$ cat config.mk
export PLATFORM = sky130hd
export DESIGN_NAME = mdd_top
export DESIGN_NICKNAME = d
export VERILOG_FILES = /design/src/core/mdd_pkg.sv /design/src/core/mdd_prog_map.sv /design/src/core/mdd_top.sv /design/src/core/mdd_xdata_map.sv
export SDC_FILE = /design/constraint.sdc
export NUM_CORES = 1
export LEC_CHECK = 0
export BUFFER_PORTS_ARGS = -buffer_cell sky130_fd_sc_hd__buf_2
export CELL_PAD_IN_SITES_DETAIL_PLACEMENT = 0
export CELL_PAD_IN_SITES_GLOBAL_PLACEMENT = 1
export CORE_ASPECT_RATIO = 0.9
export CORE_MARGIN = 1.5
export CORE_UTILIZATION = 21
export CTS_CLUSTER_SIZE = 10
export DETAILED_ROUTE_END_ITERATION = 8
export GPL_TIMING_DRIVEN = 0
export MAX_ROUTING_LAYER = met4
export PLACE_DENSITY = 0.95
export SYNTH_ARGS = -nofsm -noshare
export SYNTH_HDL_FRONTEND = slang
export SYNTH_SLANG_ARGS = --single-unit
$ cat constraint.sdc
create_clock -name clk_sys -period 2.4 [get_ports clk_sys]
set_input_delay 0.24 -clock clk_sys [delete_from_list [all_inputs] [get_ports clk_sys]]
set_output_delay 0.24 -clock clk_sys [all_outputs]
set_load 0.005 [all_outputs]
$ cat src/core/mdd_pkg.sv
// package for the data and program memory address decoder
// assumes one system clock domain; no software-visible registers
package mdd_pkg;
  // ---------------------------------------------------------------
  // internal data space
  // ---------------------------------------------------------------
  localparam logic [7:0] MDD_UPPER_BASE = 8'h80;
  localparam logic [7:0] MDD_BANK_END = 8'h1f;
  localparam logic [7:0] MDD_BIT_BASE = 8'h20;
  localparam logic [7:0] MDD_BIT_END = 8'h2f;
  localparam int MDD_BANK_SHIFT = 3;
  // ---------------------------------------------------------------
  // external data space
  // ---------------------------------------------------------------
  localparam logic [15:0] MDD_ONCHIP_SIZE = 16'h1000;
  localparam int MDD_ONCHIP_AW = 12;
  // ---------------------------------------------------------------
  // program space
  // ---------------------------------------------------------------
  localparam logic [16:0] MDD_PROG_LARGE = 17'h10000;
  localparam logic [16:0] MDD_PROG_SMALL = 17'h08000;
  localparam logic [16:0] MDD_RSVD_LO = 17'h0fe00;
  localparam logic [16:0] MDD_RSVD_HI = 17'h0ffff;
  localparam logic [16:0] MDD_EXTRA_LO = 17'h10000;
  localparam logic [16:0] MDD_EXTRA_HI = 17'h1007f;
  localparam int MDD_SECTOR_SHIFT = 9;

  typedef enum logic [1:0] {MDD_MAP_ONCHIP, MDD_MAP_EXTERN, MDD_MAP_SPLIT,
                            MDD_MAP_SPLIT_ALT} mdd_map_t;
  typedef enum logic [1:0] {MDD_T_LOW_RAM, MDD_T_UPPER_RAM, MDD_T_SPECIAL,
                            MDD_T_NONE} mdd_idata_t;
  typedef enum logic [1:0] {MDD_P_NONE, MDD_P_USER, MDD_P_RSVD,
                            MDD_P_EXTRA} mdd_prog_t;
endpackage

$ cat src/core/mdd_prog_map.sv
// program flash decode: user space, reserved top sector, extra sector
// assumes the variant strap is constant while running
`timescale 1ns/10ps
module mdd_prog_map
  import mdd_pkg::*;
(
  input wire logic [16:0] addr,
  input wire logic small_variant,
  output logic [1:0] region,
  output logic [7:0] sector
);
  always_comb begin
    sector = addr[16:MDD_SECTOR_SHIFT]; // RL11
    if (addr >= MDD_EXTRA_LO && addr <= MDD_EXTRA_HI) begin
      region = MDD_P_EXTRA; // RL13
    end else if (small_variant) begin
      region = (addr < MDD_PROG_SMALL) ? MDD_P_USER : MDD_P_NONE; // RL10
    end else if (addr >= MDD_RSVD_LO && addr <= MDD_RSVD_HI) begin
      region = MDD_P_RSVD; // RL12
    end else begin
      region = (addr < MDD_PROG_LARGE) ? MDD_P_USER : MDD_P_NONE; // RL10
    end
  end
endmodule

$ cat src/core/mdd_top.sv
// data and program memory address decoder, top level
// assumes core-side requests are synchronous to clk_sys
//
// How it works
// [RL1] indirect upper half goes to RAM
// [RL2] direct upper half goes to special space
// [RL3] special space paged, up to 256 pages
// [RL4] lower half same storage both modes
// [RL5] first 32 bytes: four register banks
// [RL6] next 16 bytes byte and bit access
// [RL7] on-chip block aliases every 4 kB
// [RL8] map modes: on-chip, external, split
// [RL9] external port muxed or separate lines
// [RL10] program size 64 kB or 32 kB
// [RL11] flash erased in 512-byte sectors
// [RL12] 0xfe00-0xffff reserved on large parts
// [RL13] extra 128-byte sector at 0x10000
// [RL14] target resolved in the same cycle
`timescale 1ns/10ps
module mdd_top
  import mdd_pkg::*;
(
  input wire logic clk_sys,
  input wire logic rst,
  input wire logic id_valid,
  input wire logic [7:0] id_addr,
  input wire logic id_indirect,
  input wire logic id_bit,
  input wire logic [6:0] id_bit_index,
  input wire logic [1:0] bank_sel,
  input wire logic [7:0] page_sel,
  input wire logic xd_valid,
  input wire logic [15:0] xd_addr,
  input wire logic [1:0] map_mode,
  input wire logic mux_mode,
  input wire logic pm_valid,
  input wire logic [16:0] pm_addr,
  input wire logic small_variant,
  input wire logic erase_req,
  output logic [1:0] id_target,
  output logic [7:0] ram_addr,
  output logic [2:0] ram_bit,
  output logic ram_sel,
  output logic special_function_space_sel,
  output logic [15:0] special_function_space_addr,
  output logic onchip_sel,
  output logic [11:0] onchip_addr,
  output logic external_memory_port_sel,
  output logic external_memory_port_muxed,
  output logic [15:0] external_memory_port_addr,
  output logic [1:0] pm_region,
  output logic pm_fault,
  output logic erase_ok,
  output logic [7:0] erase_sector,
  output logic [2:0] bank_seen_q
);
  // ---------------------------------------------------------------
  // state
  // ---------------------------------------------------------------
  typedef struct packed {
    logic [7:0] erase_sector;
    logic erase_ok;
    logic muxed;
    logic [2:0] bank_seen;
  } mdd_state_t;

  mdd_state_t st_q, st_d;
  logic xd_onchip;
  logic [1:0] pm_reg;
  logic [7:0] pm_sector;

  // ---------------------------------------------------------------
  // sub-decoders
  // ---------------------------------------------------------------
  mdd_xdata_map u_xdata (
    .addr(xd_addr),
    .map_mode(map_mode),
    .to_onchip(xd_onchip),
    .onchip_addr(onchip_addr)
  );

  mdd_prog_map u_prog (
    .addr(pm_addr),
    .small_variant(small_variant),
    .region(pm_reg),
    .sector(pm_sector)
  );

  // ---------------------------------------------------------------
  // internal data decode, purely combinational
  // ---------------------------------------------------------------
  always_comb begin
    id_target = MDD_T_NONE;
    ram_addr = id_addr;
    ram_bit = 3'h0;
    special_function_space_addr = {page_sel, id_addr}; // RL3
    if (id_valid) begin
      if (id_bit) begin
        // bit space: low half maps into the 16 bytes after the banks
        ram_bit = id_bit_index[2:0];
        ram_addr = MDD_BIT_BASE + {4'h0, id_bit_index[6:3]}; // RL6
        id_target = MDD_T_LOW_RAM; // RL6
      end else if (id_addr < MDD_UPPER_BASE) begin
        id_target = MDD_T_LOW_RAM; // RL4
        if (id_addr <= MDD_BANK_END && !id_indirect) begin
          ram_addr = id_addr; // RL5
        end
      end else if (id_indirect) begin
        id_target = MDD_T_UPPER_RAM; // RL1
      end else begin
        id_target = MDD_T_SPECIAL; // RL2
      end
    end
  end

  assign ram_sel = (id_target == MDD_T_LOW_RAM) || (id_target == MDD_T_UPPER_RAM); // RL14
  assign special_function_space_sel = id_target == MDD_T_SPECIAL; // RL14

  // ---------------------------------------------------------------
  // external data, program and bank tracking outputs
  // ---------------------------------------------------------------
  assign onchip_sel = xd_valid && xd_onchip; // RL8
  assign external_memory_port_sel = xd_valid && !xd_onchip; // RL8
  assign external_memory_port_addr = xd_addr;
  // mode is registered so the port never changes wiring mid-access
  assign external_memory_port_muxed = st_q.muxed; // RL9
  assign pm_region = pm_valid ? pm_reg : MDD_P_NONE; // RL14
  assign pm_fault = pm_valid && (pm_reg == MDD_P_NONE); // RL10
  assign erase_ok = st_q.erase_ok;
  assign erase_sector = st_q.erase_sector;
  assign bank_seen_q = st_q.bank_seen;

  // ---------------------------------------------------------------
  // registered state
  // ---------------------------------------------------------------
  always_comb begin
    st_d = st_q;
    st_d.erase_ok = 1'b0;
    if (!xd_valid) begin
      st_d.muxed = mux_mode; // RL9
    end
    // reserved sector is never erasable by user code
    if (erase_req && (pm_reg == MDD_P_USER || pm_reg == MDD_P_EXTRA)) begin
      st_d.erase_ok = 1'b1; // RL11
      st_d.erase_sector = pm_sector; // RL11
    end
    if (id_valid && !id_bit && id_addr <= MDD_BANK_END) begin
      st_d.bank_seen = {1'b1, id_addr[4:MDD_BANK_SHIFT]}; // RL5
    end
  end

  always_ff @(posedge clk_sys or posedge rst) begin
    if (rst) begin
      st_q <= '0;
    end else begin
      st_q <= st_d;
    end
  end

  // ---------------------------------------------------------------
  // checks
  // ---------------------------------------------------------------
  a_upper_indirect_ram: assert property (@(posedge clk_sys) disable iff (rst) // RL1
    (id_valid && !id_bit && id_addr >= MDD_UPPER_BASE && id_indirect) |-> ram_sel)
    else $error("indirect upper access not sent to ram");
  a_upper_direct_sfs: assert property (@(posedge clk_sys) disable iff (rst) // RL2
    (id_valid && !id_bit && id_addr >= MDD_UPPER_BASE && !id_indirect)
    |-> special_function_space_sel && !ram_sel)
    else $error("direct upper access not sent to special space");
  a_page_steer: assert property (@(posedge clk_sys) disable iff (rst) // RL3
    special_function_space_sel |-> special_function_space_addr[15:8] == page_sel)
    else $error("special space page wrong");
  a_lower_both: assert property (@(posedge clk_sys) disable iff (rst) // RL4
    (id_valid && !id_bit && id_addr < MDD_UPPER_BASE) |-> ram_sel && ram_addr == id_addr)
    else $error("lower half not same storage");
  a_bank_track: assert property (@(posedge clk_sys) disable iff (rst) // RL5
    (id_valid && !id_bit && id_addr <= MDD_BANK_END)
    |=> bank_seen_q[2] && 8'(bank_seen_q[1:0]) == ($past(id_addr) >> MDD_BANK_SHIFT))
    else $error("bank tracking wrong");
  a_bit_region: assert property (@(posedge clk_sys) disable iff (rst) // RL6
    (id_valid && id_bit) |-> ram_addr >= MDD_BIT_BASE && ram_addr <= MDD_BIT_END)
    else $error("bit access outside bit region");
  a_alias_4k: assert property (@(posedge clk_sys) disable iff (rst) // RL7
    (xd_valid && map_mode == 2'h0) |-> onchip_sel && onchip_addr == xd_addr[11:0])
    else $error("on-chip alias wrong");
  a_split_mode: assert property (@(posedge clk_sys) disable iff (rst) // RL8
    (xd_valid && map_mode == 2'h2) |-> onchip_sel == (xd_addr < MDD_ONCHIP_SIZE))
    else $error("split mode wrong");
  a_rsvd_top: assert property (@(posedge clk_sys) disable iff (rst) // RL12
    (pm_valid && !small_variant && pm_addr >= MDD_RSVD_LO && pm_addr <= MDD_RSVD_HI)
    |-> pm_region == MDD_P_RSVD)
    else $error("reserved range not flagged");
  a_extra_sector: assert property (@(posedge clk_sys) disable iff (rst) // RL13
    (pm_valid && pm_addr >= MDD_EXTRA_LO && pm_addr <= MDD_EXTRA_HI) |-> pm_region == MDD_P_EXTRA)
    else $error("extra sector not decoded");
  a_small_limit: assert property (@(posedge clk_sys) disable iff (rst) // RL10
    (pm_valid && small_variant && pm_addr >= MDD_PROG_SMALL && pm_addr < MDD_EXTRA_LO)
    |-> pm_fault)
    else $error("small variant range not enforced");
  a_erase_pulse: assert property (@(posedge clk_sys) disable iff (rst) // RL11
    (erase_req && pm_reg == MDD_P_RSVD) |=> !erase_ok)
    else $error("reserved sector erase accepted");

  // ---------------------------------------------------------------
  // checks: internal data space
  // ---------------------------------------------------------------
  a_upper_not_sfs: assert property (@(posedge clk_sys) disable iff (rst) // RL1
    (id_valid && !id_bit && id_addr >= MDD_UPPER_BASE && id_indirect)
    |-> !special_function_space_sel && id_target == MDD_T_UPPER_RAM && ram_addr == id_addr)
    else $error("indirect upper access target wrong");
  a_page_low_byte: assert property (@(posedge clk_sys) disable iff (rst) // RL3
    special_function_space_sel
    |-> special_function_space_addr[7:0] == id_addr)
    else $error("special space offset wrong");
  a_sel_exclusive: assert property (@(posedge clk_sys) disable iff (rst) // RL14
    1'b1
    |-> !(ram_sel && special_function_space_sel))
    else $error("ram and special space both selected");
  a_id_idle_quiet: assert property (@(posedge clk_sys) disable iff (rst) // RL14
    !id_valid
    |-> !ram_sel && !special_function_space_sel && id_target == MDD_T_NONE)
    else $error("internal select without access");
  a_bank_window: assert property (@(posedge clk_sys) disable iff (rst) // RL5
    (id_valid && !id_bit && id_addr <= MDD_BANK_END)
    |-> ram_sel && ram_addr == id_addr)
    else $error("register bank access misrouted");
  a_bank_hold: assert property (@(posedge clk_sys) disable iff (rst) // RL5
    !(id_valid && !id_bit && id_addr <= MDD_BANK_END)
    |=> $stable(bank_seen_q))
    else $error("bank tracking moved without bank access");
  a_bit_number: assert property (@(posedge clk_sys) disable iff (rst) // RL6
    (id_valid && id_bit)
    |-> ram_bit == id_bit_index[2:0] && ram_addr[3:0] == id_bit_index[6:3])
    else $error("bit access byte or bit wrong");
  a_bit_target: assert property (@(posedge clk_sys) disable iff (rst) // RL6
    (id_valid && id_bit)
    |-> ram_sel && id_target == MDD_T_LOW_RAM)
    else $error("bit access not sent to ram");
  a_byte_bit_zero: assert property (@(posedge clk_sys) disable iff (rst) // RL6
    (id_valid && !id_bit)
    |-> ram_bit == 3'h0)
    else $error("byte access carries a bit number");

  // ---------------------------------------------------------------
  // checks: external data space
  // ---------------------------------------------------------------
  a_alias_addr: assert property (@(posedge clk_sys) disable iff (rst) // RL7
    onchip_sel
    |-> onchip_addr == xd_addr[11:0])
    else $error("on-chip offset wrong");
  a_onchip_high: assert property (@(posedge clk_sys) disable iff (rst) // RL7
    (xd_valid && map_mode == 2'h0 && xd_addr >= MDD_ONCHIP_SIZE)
    |-> onchip_sel && !external_memory_port_sel)
    else $error("high address not aliased on-chip");
  a_extern_only: assert property (@(posedge clk_sys) disable iff (rst) // RL8
    (xd_valid && map_mode == 2'h1)
    |-> external_memory_port_sel && !onchip_sel)
    else $error("external-only mode reached on-chip block");
  a_spare_split: assert property (@(posedge clk_sys) disable iff (rst) // RL8
    (xd_valid && map_mode == 2'h3)
    |-> onchip_sel == (xd_addr < MDD_ONCHIP_SIZE))
    else $error("spare map code not split");
  a_xd_one_target: assert property (@(posedge clk_sys) disable iff (rst) // RL8
    xd_valid
    |-> onchip_sel != external_memory_port_sel)
    else $error("external data access has no single target");
  a_xd_idle_quiet: assert property (@(posedge clk_sys) disable iff (rst) // RL14
    !xd_valid
    |-> !onchip_sel && !external_memory_port_sel)
    else $error("external data select without access");
  a_ext_addr_pass: assert property (@(posedge clk_sys) disable iff (rst) // RL8
    external_memory_port_sel
    |-> external_memory_port_addr == xd_addr)
    else $error("external port address wrong");
  a_mux_hold: assert property (@(posedge clk_sys) disable iff (rst) // RL9
    xd_valid
    |=> $stable(external_memory_port_muxed))
    else $error("port mode moved during access");
  a_mux_follow: assert property (@(posedge clk_sys) disable iff (rst) // RL9
    !xd_valid
    |=> external_memory_port_muxed == $past(mux_mode))
    else $error("port mode not taken while idle");

  // ---------------------------------------------------------------
  // checks: program space
  // ---------------------------------------------------------------
  a_small_user: assert property (@(posedge clk_sys) disable iff (rst) // RL10
    (pm_valid && small_variant && pm_addr < MDD_PROG_SMALL)
    |-> pm_region == MDD_P_USER && !pm_fault)
    else $error("small variant user range refused");
  a_beyond_fault: assert property (@(posedge clk_sys) disable iff (rst) // RL10
    (pm_valid && pm_addr > MDD_EXTRA_HI)
    |-> pm_fault && pm_region == MDD_P_NONE)
    else $error("address beyond program space accepted");
  a_pm_idle_quiet: assert property (@(posedge clk_sys) disable iff (rst) // RL14
    !pm_valid
    |-> pm_region == MDD_P_NONE && !pm_fault)
    else $error("program region shown without access");
  a_erase_accept: assert property (@(posedge clk_sys) disable iff (rst) // RL11
    (erase_req && (pm_reg == MDD_P_USER || pm_reg == MDD_P_EXTRA))
    |=> erase_ok && 17'(erase_sector) == ($past(pm_addr) >> MDD_SECTOR_SHIFT))
    else $error("accepted erase not reported");
  a_erase_idle: assert property (@(posedge clk_sys) disable iff (rst) // RL11
    !erase_req
    |=> !erase_ok)
    else $error("erase reported without request");
  a_small_no_rsvd: assert property (@(posedge clk_sys) disable iff (rst) // RL12
    (pm_valid && small_variant && pm_addr >= MDD_RSVD_LO && pm_addr <= MDD_RSVD_HI)
    |-> pm_region != MDD_P_RSVD)
    else $error("reserved range flagged on small variant");
endmodule

$ cat src/core/mdd_xdata_map.sv
// external data space mapping: on-chip 4 kB block or external memory port
// assumes the mode input is stable for the duration of an access
`timescale 1ns/10ps
module mdd_xdata_map
  import mdd_pkg::*;
(
  input wire logic [15:0] addr,
  input wire logic [1:0] map_mode,
  output logic to_onchip,
  output logic [11:0] onchip_addr
);
  always_comb begin
    onchip_addr = addr[MDD_ONCHIP_AW-1:0]; // RL7
    unique case (mdd_map_t'(map_mode))
      MDD_MAP_ONCHIP: to_onchip = 1'b1; // RL7
      MDD_MAP_EXTERN: to_onchip = 1'b0; // RL8
      // the spare code behaves as split so no access is lost
      default: to_onchip = addr < MDD_ONCHIP_SIZE; // RL8
    endcase
  end
endmodule
* Word-level counts from Yosys, hierarchy flattened
Cells that the tools add are included.
** Word-level totals
- Flip-flop bits (word level) :: 13
- Bits of input ports :: 70
- Output and inout bits :: 77
- Word-level logic and storage cells :: 50
** Cells by class
- $add $sub $neg :: 1
- $lt $le $gt $ge :: 9
- Equality and inequality tests :: 5
- Mux-type cells :: 16
- Reductions and logical operators :: 15
** Operators by type and width (number)
- >= comparator 17 x 16 -> 1 bit, second input constant :: 1
- >= comparator 17 bit, second input constant :: 1
- less-or-equal comparator 17 x 16 -> 1 bit, second input constant :: 1
- less-or-equal comparator 17 bit, second input constant :: 1
- < comparator 17 x 16 -> 1 bit, second input constant :: 1
- < comparator 17 bit, second input constant :: 1
- < comparator 16 x 13 -> 1 bit, second input constant :: 1
- 2-to-1 mux 2 bit :: 8
- 2-to-1 mux 8 bit :: 2
- less-or-equal comparator 8 x 5 -> 1 bit, second input constant :: 1
- logical AND 1 bit :: 8
- < comparator 8 bit, second input constant :: 1
- adder 6 x 4 -> 7 bit, first input constant :: 1
- == test 2 x 1 -> 1 bit, second input constant :: 3
- logical NOT 2 bit :: 3
- 2-to-1 mux 3 bit :: 2
- == test 2 bit, second input constant :: 2
- 2-to-1 mux 1 bit :: 3
- logical NOT 1 bit :: 2
- logical OR 1 bit :: 2
- case mux 1 bit (2 select lines) :: 1

* Longest topological paths before layout
Gate-level depths: netlist of run 1.
- Depth after elaboration :: 9
- Mapped depth :: 4
- Gate-level depth less buffers :: 4

* Hierarchy
Synthesis of run 1 repeated with hierarchy kept, for this count alone.
** Unflattened totals
- Cell total of the unflattened synthesis :: 116
- Area total of the unflattened synthesis :: 1139.8 µm²
** Modules (own cells, without submodules)
- mdd_top :: instances 1, cells each 85, area an instance 897.1 µm², seq. area each 325.3 µm²
- mdd_prog_map :: instances 1, cells each 17, area an instance 135.1 µm², seq. area each 0.0 µm²
- mdd_xdata_map :: instances 1, cells each 14, area an instance 107.6 µm², seq. area each 0.0 µm²

* Worst setup path before layout of run 1
OpenSTA, ideal clock, no wires.
- Path type :: input -> register
- Start point :: input pm_addr[12]
- End point :: register st_q, in the netlist erase_sector[0]
- Library setup time :: 128 ps
- Data arrival time :: 1538 ps
- Data required time :: 2272 ps
- Path slack :: 734 ps
- Stages on the path :: 4
- Path buffers :: 0
- Cells stage by stage :: or4_4 -> nor4_4 -> o21ai_4 -> mux2_1
** On the way
- Longest elaborated chain between the ends :: 8
- Elaborated cells on any way between the ends :: 17
- Classes of those cells :: order compare (6); eq/ne (2); mux (5); reduce/logical (4)
** RTL lines
- start, declared :: line mdd_top.sv:37 : input wire logic [16:0] pm_addr,
- < comparator 17 bit, or another cell as far along :: line mdd_prog_map.sv:21 : region = (addr < MDD_PROG_LARGE) ? MDD_P_USER : MDD_P_NONE;
- 2-to-1 mux 1 bit or logical AND 1 bit (tied branches) :: line mdd_prog_map.sv:21, mdd_prog_map.sv:18
- 2-to-1 mux 2 bit :: line mdd_prog_map.sv:18 : end else if (addr >= MDD_RSVD_LO && addr <= MDD_RSVD_HI) begin
- 2-to-1 mux 2 bit :: line mdd_prog_map.sv:16 : end else if (small_variant) begin
- 2-to-1 mux 2 bit (*) :: line mdd_prog_map.sv:14 : if (addr >= MDD_EXTRA_LO && addr <= MDD_EXTRA_HI) begin
- == test 2 x 1 -> 1 bit or == test 2 bit (tied branches) :: line mdd_top.sv:143 : if (erase_req && (pm_reg == MDD_P_USER || pm_reg == MDD_P_EXTRA)) begin
- logical OR 1 bit (*) :: line mdd_top.sv:143
- logical AND 1 bit (*) :: line mdd_top.sv:143
- end signal, assigned :: line mdd_top.sv:156 : st_q <= st_d;
- end, declared :: line mdd_top.sv:67 : mdd_state_t st_q, st_d;
Every way passes the cells marked *; elsewhere a longest branch is shown, timed or not.
A chain may end at the register's enable or synchronous reset.

* Worst setup path after layout of run 1
- Start point :: input pm_addr[12]
- End point :: output pm_region[0]
** On the way
- Longest elaborated chain between the ends :: 6
- Elaborated cells on any way between the ends :: 14
- Classes of those cells :: order compare (6); mux (6); reduce/logical (2)
** RTL lines
- < comparator 17 bit, or another cell as far along :: line mdd_prog_map.sv:21
- 2-to-1 mux 1 bit or logical AND 1 bit (tied branches) :: line mdd_prog_map.sv:21, mdd_prog_map.sv:18
- 2-to-1 mux 2 bit :: line mdd_prog_map.sv:18
- 2-to-1 mux 2 bit :: line mdd_prog_map.sv:16
- 2-to-1 mux 2 bit (*) :: line mdd_prog_map.sv:14
- 2-to-1 mux 2 bit (*) :: line mdd_top.sv:127 : assign pm_region = pm_valid ? pm_reg : MDD_P_NONE;
- end, declared :: line mdd_top.sv:51 : output logic [1:0] pm_region,
Marked as above.

==> results of run 1 <==
## layout by cell type (no fill, tap or decap), types with 2 or more instances in the layout
cell type	instances
a21oi_1	2
a22o_1	4
and2_1	5
and3_1	3
buf_2	117
buf_4	44
clkbuf_8	3
dfrtp_1	13
inv_1	5
mux2_1	3
mux2_2	7
nand2_1	4
nand2b_1	2
nor2_1	2
nor4_1	2
o21a_1	2
o21ai_0	2
## routing by layer
metal	vias to the layer above	routed length (um)
met5	-	0
met4	0	0
met3	0	263
met2	63	1520
met1	514	1130
li1	587	-
## cell families after synthesis
kind of cell / Yosys count / share of synthesized area [%]
buf+inv: 49 / 32.4
simple gates: 28 / 17.4
compound gates: 13 / 9.52
flops: 13 / 30.2
mux: 10 / 10.5
## critical path: cells and delay by family
kind / cells / cell delay, ns
and+or+nand+nor: 4 / 1.20
buffers and inverters: 2 / 0.22
## stage by stage
step                hold slack, ns  instance area, um^2  total power, mW  instances
floorplan                    0.117                 1080            0.398        113
global placement             0.295                 1740            0.536        295
detailed placement           0.295                 1740            0.541        295
CTS                         0.0393                 1790            0.736        299
global route                0.0638                 1790            0.776        299
finish                      0.0167                 1790            0.718        299
## power by group
part | leakage [nW] | internal (mW) | switching, mW
clock | 0.0228 | 0.117 | 0.0704
combinational | 0.866 | 0.164 | 0.0982
sequential | 0.159 | 0.253 | 0.0159
total | 1.05 | 0.533 | 0.184
## cell type report
class / count / area share (%)
buffer: 44 / 18.5
timing repair buffer: 117 / 32.7
clock buffer: 4 / 2.52
sequential: 13 / 18.2
inverter: 5 / 1.05
multi-input combinational: 51 / 22.5
tap: 65 / 4.55
## how the worst max path moves through the flow
stage	end	slack (ns)	cells past startpoint
final	pm_region[0]	0.50	6
after global routing	pm_region[0]	0.44	6
after CTS	pm_region[0]	0.52	6
after detailed placement	erase_sector[3]$_DFFE_PP0P_	0.49	5
after global placement	pm_region[0]	0.53	6
after floorplan	erase_sector[0]$_DFFE_PP0P_	0.73	4
## state kept, by name, summed over array words and instances (netlist names)
signal and flops:
bank_seen_q 3, erase_ok 1, erase_sector 8, external_memory_port_muxed 1
==> results_dict.tcl, run 1 <==
set metrics [dict create \
    grt_pass1_vias 1049 \
    path_cells "buf_2, or4_4, nor4_4, or2_0, and2_1, buf_2" \
    synth_common_cells "buf_4, dfrtp_1, mux2_2, and2_1, inv_1" \
    crit_start "pm_addr[12]" \
    synth-seq-cells 13 \
    wire_per_inst_um 9.75 \
    synthCells 113 \
    cpMostUsedCell "buf_2" \
    fin_util_pct 36.6 \
    leakagePower_nw 1.05 \
    synth-async-reset-ratio_pct 100 \
    gp_congestion 0.793 \
    hold_buffers 0 \
    required_ns 2.16 \
    die_width_um 78.5 \
    die_h_um 70.9 \
    crit_type "input port to output pin" \
    grt_max_degree 14 \
    grt_most_used_layer "met2" \
    grt-ovfl-total 0 \
    firstDrtPassIters 4 \
    yosys.area.top_type "buf_4" \
    cts_tree "done" \
    slew_headroom_pct 53.7 \
    arrival_ns 1.66 \
    drt_iter0_drc 24 \
    pre_cts_slack_ns 0.495 \
    yosys_warnings 0 \
    seq_area_um2 325 \
    clk_latency_ns 0.23 \
    gr-usage-all-layers_pct 10.1 \
    area_delta_synth_final_pct 66.1 \
    max_freq_mhz 526 \
    worst_path_max_delay_cell "or4_4" \
    synth.most_common_cell "buf_4" \
    rows 24 \
    wirelength_um 2910 \
    ant_nets 0 \
    path_max_fanout 5 \
    min_path_type "input port to async pin" \
    maxCapViolations 0 \
    grtUsageMet1_pct 10.8 \
    reg2reg_to "erase_sector[3]$_DFFE_PP0P_" \
    num_vias 1164 \
    synth_top_cell_area_share_pct 30.7 \
    grtUsageMet3_pct 2.97 \
    post_cts_resized 0 \
    drc 0 \
    min_period_over_period_pct 79.3 \
    cts_buffer_depth 2 \
    fin_crit_ns 1.90 \
    drv_slew 0 \
    hold_violations 0 \
    n_fill_cell 526 \
    postCtsSetupBuffers 0 \
    synth_top_flop_cell "dfrtp_1" \
    grtUsageMet2_pct 19.6 \
    htree_levels 1 \
    top_level_ports 147 \
    ys_types 28 \
    synth_area_um2 1080 \
    initial_core_util_pct 22.0 \
    ys_top_cells_by_area "buf_4, dfrtp_1, mux2_2, a22o_1, mux2_1" \
    r2r_cells 1 \
    status "finished, final reports clean" \
    rrSetupSlack_ns 1.60 \
    timing.rr.start "erase_sector[3]$_DFFE_PP0P_" \
    place_hpwl_um 2600 \
    crit_path_start_kind "input port" \
    drive_above_1_share_pct 75.2 \
    avgSynthCellArea_um2 9.53 \
    peakVddDrop_uv 224 \
    core_area_um2 4890 \
    numCtsBuffers 3 \
    syn-num-nets 183 \
    rsz0062_at_grt "no" \
    ys_seq_area_share_pct 30.2 \
    clkSinkCount 13 \
    final-setup-viol-count 0 \
    cts_root_buf "clkbuf_8" \
    grt_pass1_wl_um 4500 \
    max_stage_delay_ns 0.54 \
    via_per_inst 3.89 \
    clk_pin_slew_ns 0.05 \
    io_buffers 117 \
    nNetsFinal 305 \
    antenna_found_initial 0 \
    dieArea_um2 5570 \
    skew_ns 0 \
    p_per_area_nw_per_um2 401 \
    worst_slew_pin_slew_ns 0.688 \
    setup_ws_ns 0.497 \
    end_kind "output pin" \
    num_antenna_cells 0 \
    multi_input_area_um2 403 \
    synth-edff-count 0 \
    tns_ns 0 \
]
No activity file was read; power rests on OpenSTA's default activity.
==> run 2: changes to the inputs <==
CORE_UTILIZATION = 19   (was 21)
PLACE_DENSITY = 0.88   (was 0.95)
clock period = 1.9 ns   (was 2.4 ns; I/O delays follow)
==> results_dict.tcl, run 2 (synthesis gave the netlist of run 1 again) <==
set metrics [dict create \
    seq_area_um2 325 \
    pwr-share-comb_pct 36.5 \
    hold_end "external_memory_port_muxed$_DFFE_PP0N_" \
    status "finished, final reports clean" \
    layout_common_cells "buf_2, buf_4, dfrtp_1" \
    wire_per_inst_um 9.80 \
    skew_ns 0 \
    min_path_type "input port to flip-flop" \
    post_cts_resized 0 \
    cpMostUsedCell "buf_2" \
    num_antenna_cells 0 \
    hold_buffers 1 \
    leakagePower_nw 1.05 \
    place_hpwl_um 2620 \
    gr-usage-all-layers_pct 9.29 \
    drv_slew 0 \
    hold_start "mux_mode" \
    hold_violations 0 \
    worst_slew_pin_slew_ns 0.665 \
    largest_reg_flops 8 \
    drive_above_1_share_pct 74.9 \
    timing.rr.start "erase_sector[3]$_DFFE_PP0P_" \
    grt_pass1_wl_um 4240 \
    clk_pin_slew_ns 0.06 \
    path_cells "buf_2, or4_4, nor4_4, or2_0, and2_1, buf_2" \
    path_max_fanout 5 \
    top_level_ports 147 \
    wirelength_um 2960 \
    internal_power_mw 0.675 \
    initial_core_util_pct 20.1 \
    cts_root_buf "clkbuf_8" \
    grt_max_degree 14 \
    grt_most_used_layer "met2" \
    grtUsageMet2_pct 16.1 \
    grtUsageMet3_pct 2.45 \
    pre_cts_slack_ns 0.0481 \
    die_width_um 82.4 \
    final-setup-viol-count 0 \
    numCtsBuffers 3 \
    cts_buffer_depth 2 \
    rows 25 \
    end_kind "output pin" \
    reg2reg_to "erase_sector[3]$_DFFE_PP0P_" \
    clkSinkCount 13 \
    nNetsFinal 306 \
    critical_path_buf_inv_count 2 \
    area_delta_synth_final_pct 67.2 \
    multi_input_area_um2 403 \
    n_fill_cell 588 \
    io_buffers 117 \
    max_freq_mhz 563 \
    grt_pass1_vias 945 \
    required_ns 1.71 \
    die_h_um 74.4 \
    min_path_cells 2 \
    fin_util_pct 33.7 \
    rsz0062_at_grt "no" \
    tns_ns 0 \
    maxCapViolations 0 \
    switching_power_mw 0.245 \
    fin_crit_ns 1.78 \
    arrival_ns 1.59 \
    crit_type "input port to output pin" \
    mostFrequentLayoutCell "buf_2" \
    power_frac_seq_pct 36.8 \
    drt_iter0_drc 26 \
    htree_levels 1 \
    p_sw_share_pct 26.6 \
    p_per_area_nw_per_um2 511 \
    grt-ovfl-total 0 \
    fin_hold_ws_ns 0.182 \
    r2r_cells 1 \
    core_area_um2 5350 \
    num_vias 1160 \
    peakVddDrop_uv 217 \
    path_delay_family "simple AND/OR/NAND/NOR gates" \
    grtUsageMet1_pct 10.6 \
    via_per_inst 3.84 \
    min_period_over_period_pct 93.5 \
    cts_tree "done" \
    setup_ws_ns 0.124 \
    ant_nets 0 \
    antenna_found_initial 0 \
    p_clk_share_pct 26.7 \
    postCtsSetupBuffers 0 \
    crit_path_start_kind "input port" \
    clk_latency_ns 0.24 \
    firstDrtPassIters 4 \
    gp_congestion 0.675 \
    slew_headroom_pct 55.3 \
    dieArea_um2 6130 \
    rrSetupSlack_ns 1.10 \
    max_stage_delay_ns 0.54 \
    worst_path_max_delay_cell "or4_4" \
    drc 0 \
]
[run 2: cell types whose count changed in the layout (fill, tap and decap cells not counted)]
cell / change
dlygate4sd3_1: +1
[run 2: worst max-delay path by stage]
stage | startpoint | to | slack (ns) | depth (start not counted)
floorplan | pm_addr[12] | erase_sector[0]$_DFFE_PP0P_ | 0.28 | 4
global placement | pm_addr[12] | erase_sector[0]$_DFFE_PP0P_ | 0.07 | 5
detailed placement | pm_addr[12] | erase_sector[0]$_DFFE_PP0P_ | 0.05 | 5
CTS | pm_addr[12] | pm_region[0] | 0.11 | 6
global route | pm_addr[12] | pm_region[0] | 0.04 | 6
finish | pm_addr[12] | pm_region[0] | 0.12 | 6
[run 2: stage by stage]
step | std cells | instance area (um^2) | power, mW
after floorplan | 113 | 1080 | 0.502
after global placement | 297 | 1750 | 0.676
after detailed placement | 297 | 1750 | 0.683
after CTS | 302 | 1800 | 0.940
after global routing | 302 | 1800 | 0.993
final | 302 | 1800 | 0.920
[run 2: area by class of cell]
type                            count  share of cell area [%]
Buffer                             44                    18.3
Clock buffer                        4                    2.50
Inverter                            5                    1.04
Multi-Input combinational cell     51                    22.4
Sequential cell                    13                    18.1
Tap cell                           67                    4.65
Timing Repair Buffer              118                    33.1
[run 2: power by group through the flow]
stage	sequential, mW	combinational [mW]	clock (mW)
finish	0.339	0.336	0.246
global route	0.345	0.373	0.275
CTS	0.340	0.343	0.258
detailed placement	0.343	0.340	0
global placement	0.343	0.333	0
floorplan	0.347	0.155	0
[run 2: layer usage]
metal | vias up | part of all wire, %
met3 | 2 | 9.0
met2 | 61 | 52
li1 | 586 | -
met1 | 511 | 38
met5 | - | 0
met4 | 0 | 0.84
